**config.mk**
```make
export PLATFORM = sky130hd
export DESIGN_NAME = bpss_sequencer
export DESIGN_NICKNAME = d
export VERILOG_FILES = /design/src/bpss_pkg.sv /design/src/bpss_bus_filter.sv /design/src/bpss_sequencer.sv /design/src/bpss_sync.sv
export VERILOG_INCLUDE_DIRS = /design/src
export SDC_FILE = /design/constraint.sdc
export NUM_CORES = 1
export LEC_CHECK = 0
export ABC_AREA = 1
export BUFFER_PORTS_ARGS = -buffer_cell sky130_fd_sc_hd__buf_2
export CAP_MARGIN = 20
export CORE_AREA = 2 2 90 92
export CTS_CLUSTER_DIAMETER = 60
export DETAILED_ROUTE_END_ITERATION = 10
export DIE_AREA = 0 0 92 94
export MAX_ROUTING_LAYER = met4
export PLACE_DENSITY = 0.7
export REMOVE_ABC_BUFFERS = 1
export SLEW_MARGIN = 20
export SYNTH_ARGS = -nofsm -noshare
export SYNTH_HDL_FRONTEND = slang
export SYNTH_SLANG_ARGS = --single-unit
```
**constraint.sdc**
```tcl
create_clock -name clk_sys -period 1.4 [get_ports clk_sys]
set_input_delay 0.42 -clock clk_sys [delete_from_list [all_inputs] [get_ports clk_sys]]
set_output_delay 0.42 -clock clk_sys [all_outputs]
set_load 0.01 [all_outputs]
```
**src/bpss_regs.svh**
```systemverilog
// Constants of the bus power state sequencer: timing counts and strap codes.
// Assumes a 100 MHz system clock; included by bare name.
`ifndef BPSS_REGS_SVH
`define BPSS_REGS_SVH
`define BPSS_CLK_MHZ 100
`define BPSS_BUS_FILTER_US 2000
`define BPSS_BUS_FILTER_CYC (`BPSS_BUS_FILTER_US * `BPSS_CLK_MHZ)
`define BPSS_SLOPE_LOW 2'h0
`define BPSS_SLOPE_HIGH 2'h1
`define BPSS_SLOPE_RES 2'h2
`define BPSS_SLOPE_X10_LOW 8'h05
`define BPSS_SLOPE_X10_HIGH 8'h0a
`define BPSS_STARTUP_MA_LOW 8'h1e
`define BPSS_STARTUP_MA_HIGH 8'h3c
`define BPSS_BUDGET_X10_LOW 8'h6a
`define BPSS_BUDGET_X10_HIGH 8'hcd
`define BPSS_CLKSEL_OFF 2'h0
`define BPSS_CLKSEL_4M 2'h1
`define BPSS_CLKSEL_8M 2'h2
`define BPSS_CLKSEL_16M 2'h3
`endif

```
**src/bpss_pkg.sv**
```systemverilog
// Types of the bus power state sequencer.
// Assumes nothing beyond a SystemVerilog compiler.
package bpss_pkg;
    typedef enum logic [2:0] {
        ST_RESET,
        ST_STARTUP,
        ST_STANDBY,
        ST_NORMAL
    } state_type;
    typedef enum logic [1:0] {
        LIM_LOW,
        LIM_HIGH,
        LIM_RES
    } limit_type;
endpackage

```
**src/bpss_bus_filter.sv**
```systemverilog
// Low-voltage filter: flags the bus low only after a continuous low time.
// Assumes a synchronised low flag on the system clock.
`timescale 1ns/1ns
`include "bpss_regs.svh"
module bpss_bus_filter #(
    parameter int FILTER_CYC = `BPSS_BUS_FILTER_CYC
) (
    input wire logic clk_sys, // system clock
    input wire logic srst, // synchronous reset
    input wire logic busLow, // bus below threshold, synchronised
    output logic busLost // low held for the full filter time
);
    localparam int CW = $clog2(FILTER_CYC + 1);
    logic [CW-1:0] count;
    logic [CW-1:0] next_count;
    logic next_busLost;

    initial begin
        if (FILTER_CYC < 1) begin
            $error("bpss_bus_filter: FILTER_CYC must be at least 1");
        end
    end

    always_comb begin
        next_count = count;
        next_busLost = busLost;
        if (srst || !busLow) begin
            next_count = '0;
            next_busLost = 1'b0;
        end else if (count == CW'(FILTER_CYC - 1)) begin
            next_busLost = 1'b1;
        end else begin
            next_count = count + 1'b1;
        end
    end

    always_ff @(posedge clk_sys) begin
        count <= next_count;
        busLost <= next_busLost;
    end
endmodule

```
**src/bpss_sequencer.sv**
```systemverilog
// Supervisory power state sequencer of a bus transceiver: states, rail
// enables, host clock selection, host reset and power-warning outputs.
// Assumes comparator flags arrive asynchronously and one 100 MHz clock.
// Functional notes
// Strap floating, high or above 250 kohm: slope 0.5 mA/ms, 30 mA, 10.6 mA.
// Strap below 2 kohm to ground: slope 1 mA/ms, 60 mA, 20.5 mA.
// Strap 10 to 93.1 kohm: resistor-defined slope and limit.
// Host reset low on low supply, fixed buck down, or thermal shutdown.
// Power warning low at once when filtered supply below 14 V.
// Bus low for 2 ms enters Stand-By with power warning low.
// Host reset low whenever filtered supply below 12 V.
// Stand-By from Start-Up: 4 MHz clock, fixed rail, rails start, comms.
// Stand-By from Normal keeps oscillator, fixed rail and comms active.
// Stand-By from Normal: 4 MHz on oscillator fault, else crystal clock.
// Stand-By from Normal keeps rails only without rail fault cause.
// Normal outputs 8 or 16 MHz per clock select input.
// Thermal warning drives power warning low.
// Thermal shutdown forces Reset, supplies off, held while flag stays.
// Shutdown cleared: Start-Up, then Stand-By after rail up and trim.
// Normal only after warning clears and all voltages good.
// Filtered supply at 10 V leaves Reset, enables fixed buck.
// Start-Up: fixed rail above 2.8 V loads trim, then Stand-By.
// Stand-By enables adjustable buck and 20 V rail above upper threshold.
// All monitors good enters Normal, releases power warning.
// Filtered supply below lower threshold stops adjustable buck and 20 V.
// Below 6.5 V fixed buck off; fixed rail below 2.8 V enters Reset.
// Clock select low asks 8 MHz, high asks 16 MHz.
// Adjustable buck runs only while its active-low enable is low.
// 20 V regulator runs only while its active-low enable is low.
// Reset and Start-Up keep clock, rails and comms inactive.
// Reset and warning are open-drain: released, never driven high.
`timescale 1ns/1ns
`include "bpss_regs.svh"
module bpss_sequencer #(
    parameter int BUS_FILTER_CYC = `BPSS_BUS_FILTER_CYC
) (
    input wire logic clk_sys, // system clock
    input wire logic srst, // synchronous reset
    input wire logic busVoltageOk, // bus above low threshold
    input wire logic filteredAbove10v, // filtered supply above 10 V
    input wire logic filteredAbove14v, // filtered supply above 14 V
    input wire logic filteredAbove12v, // filtered supply above 12 V
    input wire logic filteredAbove6v5, // filtered supply above 6.5 V
    input wire logic filteredUpperOk, // above upper threshold
    input wire logic filteredLowerOk, // above lower threshold
    input wire logic fixedRailOk, // fixed rail above 2.8 V
    input wire logic adjustableRailOk, // adjustable rail monitor good
    input wire logic auxRailOk, // 20 V rail monitor good
    input wire logic oscillatorOk, // crystal oscillator good
    input wire logic thermalWarning, // thermal warning flag
    input wire logic thermalShutdown, // thermal shutdown flag
    input wire logic trimLoadDone, // trim memory read complete
    input wire logic hostClockSelect, // low 8 MHz, high 16 MHz
    input wire logic strapFloatOrHigh, // strap open, high or above 250 kohm
    input wire logic strapHardLow, // strap below 2 kohm to ground
    input wire logic adjBuckEnable_n, // external adjustable buck enable
    input wire logic auxRegEnable_n, // external 20 V regulator enable
    output logic hostReset_n_o, // open-drain output value, always low
    output logic hostReset_n_oe, // high while pulling host reset low
    output logic powerWarning_n_o, // open-drain output value, always low
    output logic powerWarning_n_oe, // high while pulling warning low
    output logic fixedBuckOn, // fixed buck enable
    output logic adjustableBuckOn, // adjustable buck enable
    output logic auxRegOn, // 20 V regulator enable
    output logic trimLoad, // request trim memory load
    output logic oscillatorOn, // crystal oscillator enable
    output logic [1:0] hostClockSel, // host clock source code
    output logic commActive, // bus communication allowed
    output logic [1:0] limitMode, // selected current-limit mode
    output logic [7:0] slopeX10, // slope in 0.1 mA/ms, 0 if by resistor
    output logic [7:0] startupLimitMa, // start-up current, 0 if by resistor
    output logic [7:0] budgetX10 // normal budget in 0.1 mA, 0 if by resistor
);
    localparam int NFLAG = 19;
    logic [NFLAG-1:0] rawFlags;
    logic [NFLAG-1:0] syncFlags;
    // Synchronised comparator and pin levels
    logic busOk;
    logic f10;
    logic f14;
    logic f12;
    logic f6v5;
    logic fUp;
    logic fLo;
    logic fixedOk;
    logic adjOk;
    logic auxOk;
    logic oscOk;
    logic tw;
    logic thermal_shutdown;
    logic trimDone;
    logic clkSel16;
    logic strapHigh;
    logic strapLow;
    logic adjEnable_n;
    logic auxEnable_n;
    logic busLost;
    bpss_pkg::state_type state;
    bpss_pkg::state_type next_state;
    logic fromNormal;
    logic next_fromNormal;
    logic oscFault;
    logic next_oscFault;
    logic railFault;
    logic next_railFault;
    logic fixedBuck;
    logic next_fixedBuck;
    logic next_hostReset_n_oe;
    logic next_powerWarning_n_oe;
    logic next_adjustableBuckOn;
    logic next_auxRegOn;
    logic next_trimLoad;
    logic next_oscillatorOn;
    logic [1:0] next_hostClockSel;
    logic next_commActive;
    logic [1:0] next_limitMode;
    logic [7:0] next_slopeX10;
    logic [7:0] next_startupLimitMa;
    logic [7:0] next_budgetX10;
    // Entry to Normal needs the bus; staying there leaves bus dips to the filter
    logic allGood;
    logic keepGood;

    initial begin
        if (BUS_FILTER_CYC < 1) begin
            $error("bpss_sequencer: BUS_FILTER_CYC must be at least 1");
        end
    end

    // Pins and comparators alike pass the two-flop synchroniser
    assign rawFlags = {busVoltageOk, filteredAbove10v, filteredAbove14v, filteredAbove12v,
                       filteredAbove6v5, filteredUpperOk, filteredLowerOk, fixedRailOk,
                       adjustableRailOk, auxRailOk, oscillatorOk, thermalWarning,
                       thermalShutdown, trimLoadDone, hostClockSelect, strapFloatOrHigh,
                       strapHardLow,
                       adjBuckEnable_n, auxRegEnable_n};

    bpss_sync #(.WIDTH(NFLAG)) uSync (
        .clk_sys(clk_sys),
        .srst(srst),
        .din(rawFlags),
        .dout(syncFlags)
    );

    assign {busOk, f10, f14, f12, f6v5, fUp, fLo, fixedOk, adjOk, auxOk, oscOk,
            tw, thermal_shutdown, trimDone, clkSel16, strapHigh, strapLow,
            adjEnable_n, auxEnable_n} = syncFlags;

    bpss_bus_filter #(.FILTER_CYC(BUS_FILTER_CYC)) uBusFilter (
        .clk_sys(clk_sys),
        .srst(srst),
        .busLow(!busOk),
        .busLost(busLost)
    );

    // Crystal clock code for the selected rate
    function automatic logic [1:0] xtalCode(input logic sel16);
        xtalCode = sel16 ? `BPSS_CLKSEL_16M : `BPSS_CLKSEL_8M;
    endfunction

    assign keepGood = fUp && adjOk && auxOk && oscOk && !tw;
    assign allGood = busOk && keepGood;

    // State transitions
    always_comb begin
        next_state = state;
        next_fromNormal = fromNormal;
        next_oscFault = oscFault;
        next_railFault = railFault;
        next_fixedBuck = fixedBuck;
        case (state)
            bpss_pkg::ST_RESET: begin
                next_fixedBuck = 1'b0;
                if (!thermal_shutdown && f10) begin
                    next_state = bpss_pkg::ST_STARTUP;
                    next_fixedBuck = 1'b1;
                end
            end
            bpss_pkg::ST_STARTUP: begin
                if (fixedOk && trimDone) begin
                    next_state = bpss_pkg::ST_STANDBY;
                    next_fromNormal = 1'b0;
                    next_oscFault = 1'b0;
                    next_railFault = 1'b0;
                end
            end
            bpss_pkg::ST_STANDBY: begin
                if (allGood && !busLost) begin
                    next_state = bpss_pkg::ST_NORMAL;
                end
            end
            bpss_pkg::ST_NORMAL: begin
                if (!keepGood || busLost) begin
                    next_state = bpss_pkg::ST_STANDBY;
                    next_fromNormal = 1'b1;
                    next_oscFault = !oscOk;
                    next_railFault = !adjOk || !auxOk;
                end
            end
            default: begin
                next_state = bpss_pkg::ST_RESET;
            end
        endcase
        if (state != bpss_pkg::ST_RESET && !f6v5) begin
            next_fixedBuck = 1'b0;
        end
        if (state != bpss_pkg::ST_RESET && (!fixedBuck || !f6v5) && !fixedOk) begin
            next_state = bpss_pkg::ST_RESET;
        end
        if (thermal_shutdown) begin
            next_state = bpss_pkg::ST_RESET;
            next_fixedBuck = 1'b0;
        end
        if (srst) begin
            next_state = bpss_pkg::ST_RESET;
            next_fromNormal = 1'b0;
            next_oscFault = 1'b0;
            next_railFault = 1'b0;
            next_fixedBuck = 1'b0;
        end
    end

    always_ff @(posedge clk_sys) begin
        state <= next_state;
        fromNormal <= next_fromNormal;
        oscFault <= next_oscFault;
        railFault <= next_railFault;
        fixedBuck <= next_fixedBuck;
    end

    // Outputs derived from the next state so each leaves a flip-flop
    always_comb begin
        logic active;
        logic inNormal;
        logic railsAllowed;
        active = (next_state == bpss_pkg::ST_STANDBY) || (next_state == bpss_pkg::ST_NORMAL);
        inNormal = next_state == bpss_pkg::ST_NORMAL;
        next_commActive = active;
        // Rails: start in Stand-By above upper threshold, drop below lower one
        railsAllowed = active && fLo && !(next_fromNormal && next_railFault && !inNormal);
        next_adjustableBuckOn = railsAllowed && (fUp || adjustableBuckOn) && !adjEnable_n;
        next_auxRegOn = railsAllowed && (fUp || auxRegOn) && !auxEnable_n;
        next_oscillatorOn = inNormal || (active && next_fromNormal);
        if (!active) begin
            next_hostClockSel = `BPSS_CLKSEL_OFF;
        end else if (inNormal) begin
            next_hostClockSel = xtalCode(clkSel16);
        end else if (next_fromNormal && !next_oscFault) begin
            next_hostClockSel = xtalCode(clkSel16);
        end else begin
            next_hostClockSel = `BPSS_CLKSEL_4M;
        end
        next_trimLoad = (state == bpss_pkg::ST_STARTUP) && fixedOk && !trimDone;
        // Open-drain: enable pulls low, release otherwise
        next_hostReset_n_oe = !active || !f12 || thermal_shutdown || !fixedBuck;
        next_powerWarning_n_oe = !inNormal || !f14 || tw || busLost;
        if (strapLow) begin
            next_limitMode = `BPSS_SLOPE_HIGH;
            next_slopeX10 = `BPSS_SLOPE_X10_HIGH;
            next_startupLimitMa = `BPSS_STARTUP_MA_HIGH;
            next_budgetX10 = `BPSS_BUDGET_X10_HIGH;
        end else if (strapHigh) begin
            next_limitMode = `BPSS_SLOPE_LOW;
            next_slopeX10 = `BPSS_SLOPE_X10_LOW;
            next_startupLimitMa = `BPSS_STARTUP_MA_LOW;
            next_budgetX10 = `BPSS_BUDGET_X10_LOW;
        end else begin
            next_limitMode = `BPSS_SLOPE_RES;
            next_slopeX10 = 8'h00;
            next_startupLimitMa = 8'h00;
            next_budgetX10 = 8'h00;
        end
        if (srst) begin
            next_commActive = 1'b0;
            next_adjustableBuckOn = 1'b0;
            next_auxRegOn = 1'b0;
            next_oscillatorOn = 1'b0;
            next_hostClockSel = `BPSS_CLKSEL_OFF;
            next_trimLoad = 1'b0;
            next_hostReset_n_oe = 1'b1;
            next_powerWarning_n_oe = 1'b1;
        end
    end

    always_ff @(posedge clk_sys) begin
        commActive <= next_commActive;
        adjustableBuckOn <= next_adjustableBuckOn;
        auxRegOn <= next_auxRegOn;
        oscillatorOn <= next_oscillatorOn;
        hostClockSel <= next_hostClockSel;
        trimLoad <= next_trimLoad;
        hostReset_n_oe <= next_hostReset_n_oe;
        powerWarning_n_oe <= next_powerWarning_n_oe;
        hostReset_n_o <= 1'b0;
        powerWarning_n_o <= 1'b0;
        fixedBuckOn <= next_fixedBuck;
        limitMode <= next_limitMode;
        slopeX10 <= next_slopeX10;
        startupLimitMa <= next_startupLimitMa;
        budgetX10 <= next_budgetX10;
    end
endmodule

```
**src/bpss_sync.sv**
```systemverilog
// Two-flop synchroniser for a vector of asynchronous comparator flags.
// Assumes flags are quasi-static levels from the analog side.
`timescale 1ns/1ns
module bpss_sync #(
    parameter int WIDTH = 8
) (
    input wire logic clk_sys, // system clock
    input wire logic srst, // synchronous reset
    input wire logic [WIDTH-1:0] din, // asynchronous levels
    output logic [WIDTH-1:0] dout // synchronised levels
);
    logic [WIDTH-1:0] stage1;
    logic [WIDTH-1:0] next_stage1;
    logic [WIDTH-1:0] next_dout;

    initial begin
        if (WIDTH < 1) begin
            $error("bpss_sync: WIDTH must be positive");
        end
    end

    always_comb begin
        next_stage1 = srst ? '0 : din;
        next_dout = srst ? '0 : stage1;
    end

    always_ff @(posedge clk_sys) begin
        stage1 <= next_stage1;
        dout <= next_dout;
    end
endmodule
```
==> key figures, run 1 <==
Worst setup path
  • CP Depth: 9
  • Cell Chain, Critical Path: buf_4 > nand3_2 > nor2_4 > nand2_2 > nor2_4 > inv_2 > nor2_1 > nand2_1 > a21oi_2
  • Worst Path Buf+Inv: 2
  • Slowest cell delay on critical path: 0.36 ns
  • Required time worst endpoint: 1.69 ns
  • Critical path class: reg -> reg
  • Crit-path max FO: 4
  • CP delay by family, top: simple AND/OR/NAND/NOR gates
  • CP most frequent cell: nor2_4
  • Startpoint types: flop
  • R2r setup slk: -0.02 ns
  • Crit path DAT: 1.70 ns
  • Critical path's slowest cell: dfxtp_2
  • Critical path endpoint category: flop
  • R2R depth: 9

Power and ir drop
  • LEAKAGE: 1.783 nW
  • VDD IR max: 0.7153 mV
  • Pwr dens: 1100 mW/mm^2

Drt
  • Final ANT Viol Nets: 0
  • WL/cell: 9.941 um
  • Routed WL: 5438 um
  • DR DRC count: 0
  • 1st-pass router iterations: 4
  • Drt via density: 4.201
  • DRC marker count from the first detailed-route iteration: 85
  • Via Count: 2298

CTS
  • CTS buffer count: 9
  • Worst-path clk slew: 0.09 ns
  • CTS sink cnt: 77
  • Skew-Pair Late Insertion Delay: 0.35 ns
  • Clock root cell: clkbuf_8
  • CTS H-tree lvls: 3
  • CTS tree: built
  • Max Root-Sink Buffers: 2

Floorplan
  • Initial Util: 0.3896
  • CORE AREA: 0.007607 mm^2
  • Die Width: 92 um
  • IO Count: 59
  • Die area: 0.008648 mm^2
  • Die height: 94 um
  • # rows: 32

Finish
  • Commonest non-fill, non-tap cells in the layout: inv_1 (71), dfxtp_1 (69), nor2_1 (58), buf_2 (48), nand2_1 (38)
  • Share of layout cells above drive strength 1: 0.3303
  • Most common cell after layout, fill and taps aside: inv_1
  • Post-Layout Cell Count: 547
  • Layout Nets: 462
  • Final core utilization: 0.4913
  • Antenna Cells: 0
  • Final instance area: 0.003737 mm^2
  • Layout Area Growth over Synthesis: 26.09%

Status
  • Violated checks: setup timing
  • Status: finished, violations left

Timing
  • Final Max Tran Viols: 0
  • Final critical-path share of the clock period: 1.013
  • RSZ-0062 raised after global routing: yes
  • WHS: 0.2605 ns
  • Minimum clock period: 1.418 ns
  • Final setup violation count: 1
  • Clock Skew: 0.005712 ns
  • Final hold violations: 0
  • Fin worst setup slack: -0.01818 ns
  • FMAX: 705.1 MHz

Synth
  • Yosys cell types: 32
  • Post-Syn Instances: 376
  • Synth warn: 0
  • Synthesized area per cell: 7.883 um^2
  • Netlist area before placement: 0.002964 mm^2
  • Register area share after synthesis: 0.5201
  • Flops & latches, synth: 77

Global route
  • Total gr overflow: 0
  • Overall routing resource usage: 0.1320
  • Largest net degree at the start of global routing: 23
  • Via count of the first global-routing pass: 2053
  • First-pass GRT wire length: 8562 um
  • Initial antenna violation count: 0

Placed design
  • Dpl hpwl: 3733 um
  • Dpl cell area: 0.003288 mm^2
  • Worst slack, placed: -0.1263 ns
  • GPL Wtd Cong: 0.8685
  • PortBufs: 48
  • Cell total after placement: 523

Min path
  • Worst min-delay path class: in -> reg
  • Hold path depth: 3

Flow run
  • Max-capacitance violation count: 0
==> cell usage after synthesis <==
master | number | share of area
and2_1 | 1 | 0.0021
nor2_1 | 62 | 0.079
buf_6 | 1 | 0.0038
nor3b_1 | 1 | 0.0025
clkbuf_1 | 4 | 0.0051
a31oi_1 | 2 | 0.0042
o21ai_1 | 1 | 0.0017
nand3b_1 | 1 | 0.0025
nor2_2 | 3 | 0.0063
buf_2 | 2 | 0.0034
nor3_4 | 1 | 0.0055
nand4_1 | 4 | 0.0084
o21bai_1 | 2 | 0.0051
ha_1 | 1 | 0.0042
o21a_1 | 1 | 0.0025
nand3_1 | 10 | 0.017
dfxtp_1 | 77 | 0.52
nand3_2 | 1 | 0.0034
nor3_1 | 9 | 0.015
conb_1 | 1 | 0.0013
a21oi_1 | 16 | 0.027
o21ai_0 | 12 | 0.020
nand2_2 | 3 | 0.0063
nor2_4 | 1 | 0.0038
inv_1 | 73 | 0.092
buf_4 | 24 | 0.061
nand2_1 | 45 | 0.057
inv_2 | 5 | 0.0063
xor2_1 | 4 | 0.012
nor4_1 | 4 | 0.0084
nand4_2 | 1 | 0.0042
xnor2_1 | 3 | 0.0089
==> sequential cells by signal, summed over array words and instances, names as in the netlist, 2 cells and up <==
name / count
hostClockSel: 2
limitMode: 2
state: 3
uBusFilter.count: 18
uSync.dout: 19
uSync.stage1: 19
==> cell type report <==
type | instances | area (um^2)
fill | 757 | 3870
sequential | 77 | 1556
multi-input combinational | 200 | 1124
timing repair buffer | 74 | 442.9
inverter | 78 | 295.3
tap | 102 | 127.6
clock buffer | 9 | 123.9
clock inverter | 7 | 67.56
==> logic make-up after synthesis <==
logic type / after synthesis / share of synthesized area
other: 1 / 0.001265
XOR/XNOR: 7 / 0.02068
adder cells (fa/ha/maj): 1 / 0.004221
AND/OR/NAND/NOR: 147 / 0.2212
AO/OA/AOI/OAI: 34 / 0.06078
flip-flops: 77 / 0.5201
buffers and inverters: 109 / 0.1718
==> final timing paths <==
check,from,endpoint
setup / recovery,uBusFilter.count[0]$_SDFFE_PP0P_,uBusFilter.count[17]$_SDFFE_PP0P_
hold / removal,auxRailOk,uSync.stage1[9]$_SDFF_PP0_
setup reg to reg,uBusFilter.count[0]$_SDFFE_PP0P_,uBusFilter.count[17]$_SDFFE_PP0P_
hold reg to reg,uSync.dout[2]$_SDFF_PP0_,limitMode[0]$_SDFF_PP1_
==> metal layers <==
metal	global-route usage	wire, um
met1	0.1395	2355
met2	0.2169	2713
met3	0.04334	234
met4	0.07836	135
met5	-	0
==> stage by stage <==
step	power [mW]	setup TNS, ns
3_5_place_dp	2.548	-0.6763
5_1_grt	4.307	-0.5609
3_3_place_gp	2.540	-0.1172
2_1_floorplan	2.436	-0.1467
4_1_cts	4.160	-0.03408
6_report	4.111	-0.01818
==> worst reg2reg max path, stage by stage (launching register included) <==
cell	delay, ns
dfxtp_2	0.36
buf_4	0.13
nand3_2	0.10
nor2_4	0.14
nand2_2	0.08
nor2_4	0.17
inv_2	0.05
nor2_1	0.12
nand2_1	0.09
a21oi_2	0.13
==> repair_timing <==
item / CTS / global route
resized for setup: 7 / 54
setup buffers: 3 / 5
pin swaps: 5 / 7
endpoints found under the setup margin: 13 / 26
endpoints found under the hold margin: 0 / 0
hold buffers: 0 / 0
==> power by group <==
part           switching, mW  total, mW  internal [mW]
sequential            0.0299       2.28           2.25
clock                  0.903       1.60          0.692
combinational          0.134      0.232         0.0983
total                   1.07       4.11           3.04
Note: power is estimated with default switching activity, not from simulation.
==> inputs of run 2 (changes only) <==
Settings changed: CELL_PAD_IN_SITES_DETAIL_PLACEMENT set to 0, CELL_PAD_IN_SITES_GLOBAL_PLACEMENT set to 1, CORE_AREA 2 2 90 92 to 2 2 96 98, DIE_AREA 0 0 92 94 to 0 0 98 100, PLACE_DENSITY 0.7 to 0.8.
==> run 2 against run 1 <==
Against the previous run: the flow still finishes with violations (setup timing); via count grew 1.1%; clock power shrank 8%; first-iteration DRC count down 39%; worst hold slack improved by 0.0040 ns; combinational power is 2% higher; critical path type unchanged; critical endpoint is now uBusFilter.count[12]$_SDFFE_PP0P_.
==> key figures, run 2 (synthesis results as in run 1) <==
Worst setup path
  • Crit path DAT: 1.65 ns (was 1.70 ns)
  • Reg2reg start: uBusFilter.count[0]$_SDFFE_PP0P_ (unchanged)
  • Critical path endpoint category: flop (unchanged)
  • Worst reg2reg path endpoint: uBusFilter.count[12]$_SDFFE_PP0P_ (was uBusFilter.count[17]$_SDFFE_PP0P_)
  • R2r setup slk: -0.02 ns (about the same)
  • Cell Chain, Critical Path: ha_4 > nand2_4 > nor3_4 > nand4_2 > nor2_2 > xor2_1 > nor2_1 (was buf_4 > nand3_2 > nor2_4 > nand2_2 > nor2_4 > inv_2 > nor2_1 > nand2_1 > a21oi_2)
  • Slowest cell delay on critical path: 0.37 ns (was 0.36 ns)
  • Crit-path max FO: 4 (unchanged)
  • Startpoint types: flop (unchanged)
  • Critical path class: reg -> reg (unchanged)
  • Required time worst endpoint: 1.64 ns (was 1.69 ns)
  • Critical path's slowest cell: dfxtp_2 (unchanged)
  • R2R depth: 7 (was 9)

Power and ir drop
  • Switching power: 983.9 uW (was 1.067 mW)
  • Sequential share of power: 0.572 (was 0.556)
  • Sw frac: 0.2460 (was 0.2595)
  • VDD IR max: 0.5431 mV (was 0.7153 mV)
  • Combinational Power Share: 0.059 (was 0.056)
  • Clock share of power: 0.369 (was 0.388)
  • LEAKAGE: 1.772 nW (was 1.783 nW)
  • P_int: 3.016 mW (was 3.044 mW)
  • Pwr dens: 1078 mW/mm^2 (was 1100 mW/mm^2)

Finish
  • Layout Area Growth over Synthesis: 25.20% (was 26.09%)
  • Fillcell total: 915 (was 757)
  • Commonest non-fill, non-tap cells in the layout: inv_1 (72), dfxtp_1 (67), nor2_1 (59), buf_2 (48), nand2_1 (38) (was inv_1 (71), dfxtp_1 (69), nor2_1 (58), buf_2 (48), nand2_1 (38))
  • Share of layout cells above drive strength 1: 0.3094 (was 0.3303)
  • Layout Nets: 463 (was 462)
  • Final instance area: 0.003711 mm^2 (was 0.003737 mm^2)
  • Post-Layout Cell Count: 557 (was 547)
  • Seq. cell area: 0.001554 mm^2 (was 0.001556 mm^2)
  • Biggest regs: uSync.dout x19, uSync.stage1 x19, uBusFilter.count x18 (unchanged)
  • Most common cell after layout, fill and taps aside: inv_1 (unchanged)
  • Multi-input gate area: 0.001095 mm^2 (was 0.001124 mm^2)
  • Antenna Cells: 0 (unchanged)

CTS
  • CTS H-tree lvls: 3 (unchanged)
  • CTS buffer count: 9 (unchanged)
  • Max Root-Sink Buffers: 2 (unchanged)
  • Clock root cell: clkbuf_8 (unchanged)
  • CTS sink cnt: 77 (unchanged)
  • Worst-path clk slew: 0.09 ns (about the same)
  • Skew-Pair Late Insertion Delay: 0.35 ns (about the same)
  • CTS tree: built (unchanged)

Global route
  • Largest net degree at the start of global routing: 26 (was 23)
  • Overall routing resource usage: 0.1191 (was 0.1320)
  • Total gr overflow: 0 (unchanged)
  • Via count of the first global-routing pass: 2121 (was 2053)
  • First-pass GRT wire length: 9108 um (was 8562 um)
  • Initial antenna violation count: 0 (unchanged)

Timing
  • Setup TNS: -0.02014 ns (was -0.01818 ns)
  • Minimum clock period: 1.416 ns (was 1.418 ns)
  • FMAX: 706.2 MHz (was 705.1 MHz)
  • WHS: 0.2645 ns (was 0.2605 ns)
  • Final Max Tran Viols: 0 (unchanged)
  • Fin worst setup slack: -0.01596 ns (was -0.01818 ns)
  • Final critical-path share of the clock period: 1.011 (was 1.013)
  • Final setup violation count: 3 (was 1)
  • Final hold violations: 0 (unchanged)
  • Clock Skew: 0.01616 ns (was 0.005712 ns)
  • RSZ-0062 raised after global routing: yes (unchanged)

Placed design
  • GPL Wtd Cong: 0.8400 (was 0.8685)
  • Worst slack, placed: -0.05365 ns (was -0.1263 ns)
  • PortBufs: 48 (unchanged)
  • Dpl cell area: 0.003329 mm^2 (was 0.003288 mm^2)
  • Cell total after placement: 536 (was 523)
  • Dpl hpwl: 3900 um (was 3733 um)

Drt
  • 1st-pass router iterations: 4 (unchanged)
  • DR DRC count: 0 (unchanged)
  • WL/cell: 9.815 um (was 9.941 um)
  • Final ANT Viol Nets: 0 (unchanged)
  • Max Used Layer: met4 (unchanged)
  • DRC marker count from the first detailed-route iteration: 52 (was 85)
  • Drt via density: 4.171 (was 4.201)
  • Met2 Wirelength: 2599 um (was 2713 um)
  • M1 WL: 2495 um (was 2355 um)
  • Via Count: 2323 (was 2298)
  • Met3 wire length: 307 um (was 234 um)
  • Routed WL: 5467 um (was 5438 um)

Min path
  • Hold path depth: 3 (unchanged)
  • Min-Delay Startpoint: filteredAbove12v (was auxRailOk)
  • WHS Endpoint: uSync.stage1[15]$_SDFF_PP0_ (was uSync.stage1[9]$_SDFF_PP0_)
  • Worst min-delay path class: in -> reg (unchanged)

Floorplan
  • Initial Util: 0.3334 (was 0.3896)
  • Die height: 100 um (was 94 um)
  • # rows: 35 (was 32)
  • IO Count: 59 (unchanged)
  • Die area: 0.009800 mm^2 (was 0.008648 mm^2)
  • Die Width: 98 um (was 92 um)
  • CORE AREA: 0.008890 mm^2 (was 0.007607 mm^2)

Status
  • Status: finished, violations left (unchanged)
  • Violated checks: setup timing (unchanged)

Flow run
  • Max-capacitance violation count: 0 (unchanged)
==> run 2: cell count changes in the layout (fill, tap and decap cells not counted), sizes merged <==
cell / delta
buf: +1
clkbuf: +1
clkinvlp: +2
inv: -3
==> run 2: per-layer routing <==
layer  global-route usage  vias to the layer above
met2               0.1976                       57
met4              0.04915                        0
met1               0.1299                     1026
met3              0.04387                        6
met5                    -                        -
li1                     -                     1234
==> run 2: metrics by stage <==
stage | total power, mW | util
final | 4.000 | 0.4175
after global routing | 4.202 | 0.4175
after CTS | 4.060 | 0.4017
after detailed placement | 2.558 | 0.3745
after global placement | 2.553 | 0.3745
after floorplan | 2.436 | -
==> run 2: worst max path at each step <==
stage	slack, ns	to	start	depth (start not counted)
final	-0.02	uBusFilter.count[12]$_SDFFE_PP0P_	uBusFilter.count[0]$_SDFFE_PP0P_	7
after global routing	-0.09	uBusFilter.count[12]$_SDFFE_PP0P_	uBusFilter.count[0]$_SDFFE_PP0P_	7
after CTS	-0.004	uBusFilter.count[12]$_SDFFE_PP0P_	uBusFilter.count[0]$_SDFFE_PP0P_	7
after detailed placement	-0.05	uBusFilter.count[12]$_SDFFE_PP0P_	uBusFilter.count[1]$_SDFFE_PP0P_	7
after global placement	-0.05	uBusFilter.count[12]$_SDFFE_PP0P_	uBusFilter.count[0]$_SDFFE_PP0P_	7
after floorplan	-0.07	uBusFilter.count[12]$_SDFFE_PP0P_	uBusFilter.count[0]$_SDFFE_PP0P_	7
==> run 2: power groups by stage <==
stage               registers, mW  logic [mW]  clock network [mW]
floorplan                    2.34      0.0932                   0
global placement             2.33       0.224                   0
detailed placement           2.33       0.227                   0
CTS                          2.28       0.231                1.55
global route                 2.30       0.271                1.64
finish                       2.29       0.237                1.48
==> run 2: what timing repair did <==
item,CTS,global route
hold buffers,0,0
hold endpoints to repair,0,0
setup endpoints to repair,10,22
gates resized for setup,13,39
pin swaps,7,10
setup buffers,4,2
cloned,0,0
==> run 2: worst max-delay path: cells and delay by family, from the launching register on <==
kind                       cells  cell delay [ns]
DFF                            1             0.37
adders and majority gates      1             0.15
and+or+nand+nor                5             0.64
xor gates and xnor gates       1             0.16
==> run 2: cell type report <==
cell class                      count  area share
Sequential cell                    77      0.4187
Multi-Input combinational cell    200      0.2950
Timing Repair Buffer               75      0.1224
Inverter                           78     0.07957
Tap cell                          111     0.03742
Clock buffer                       10     0.03439
Clock inverter                      6     0.01247
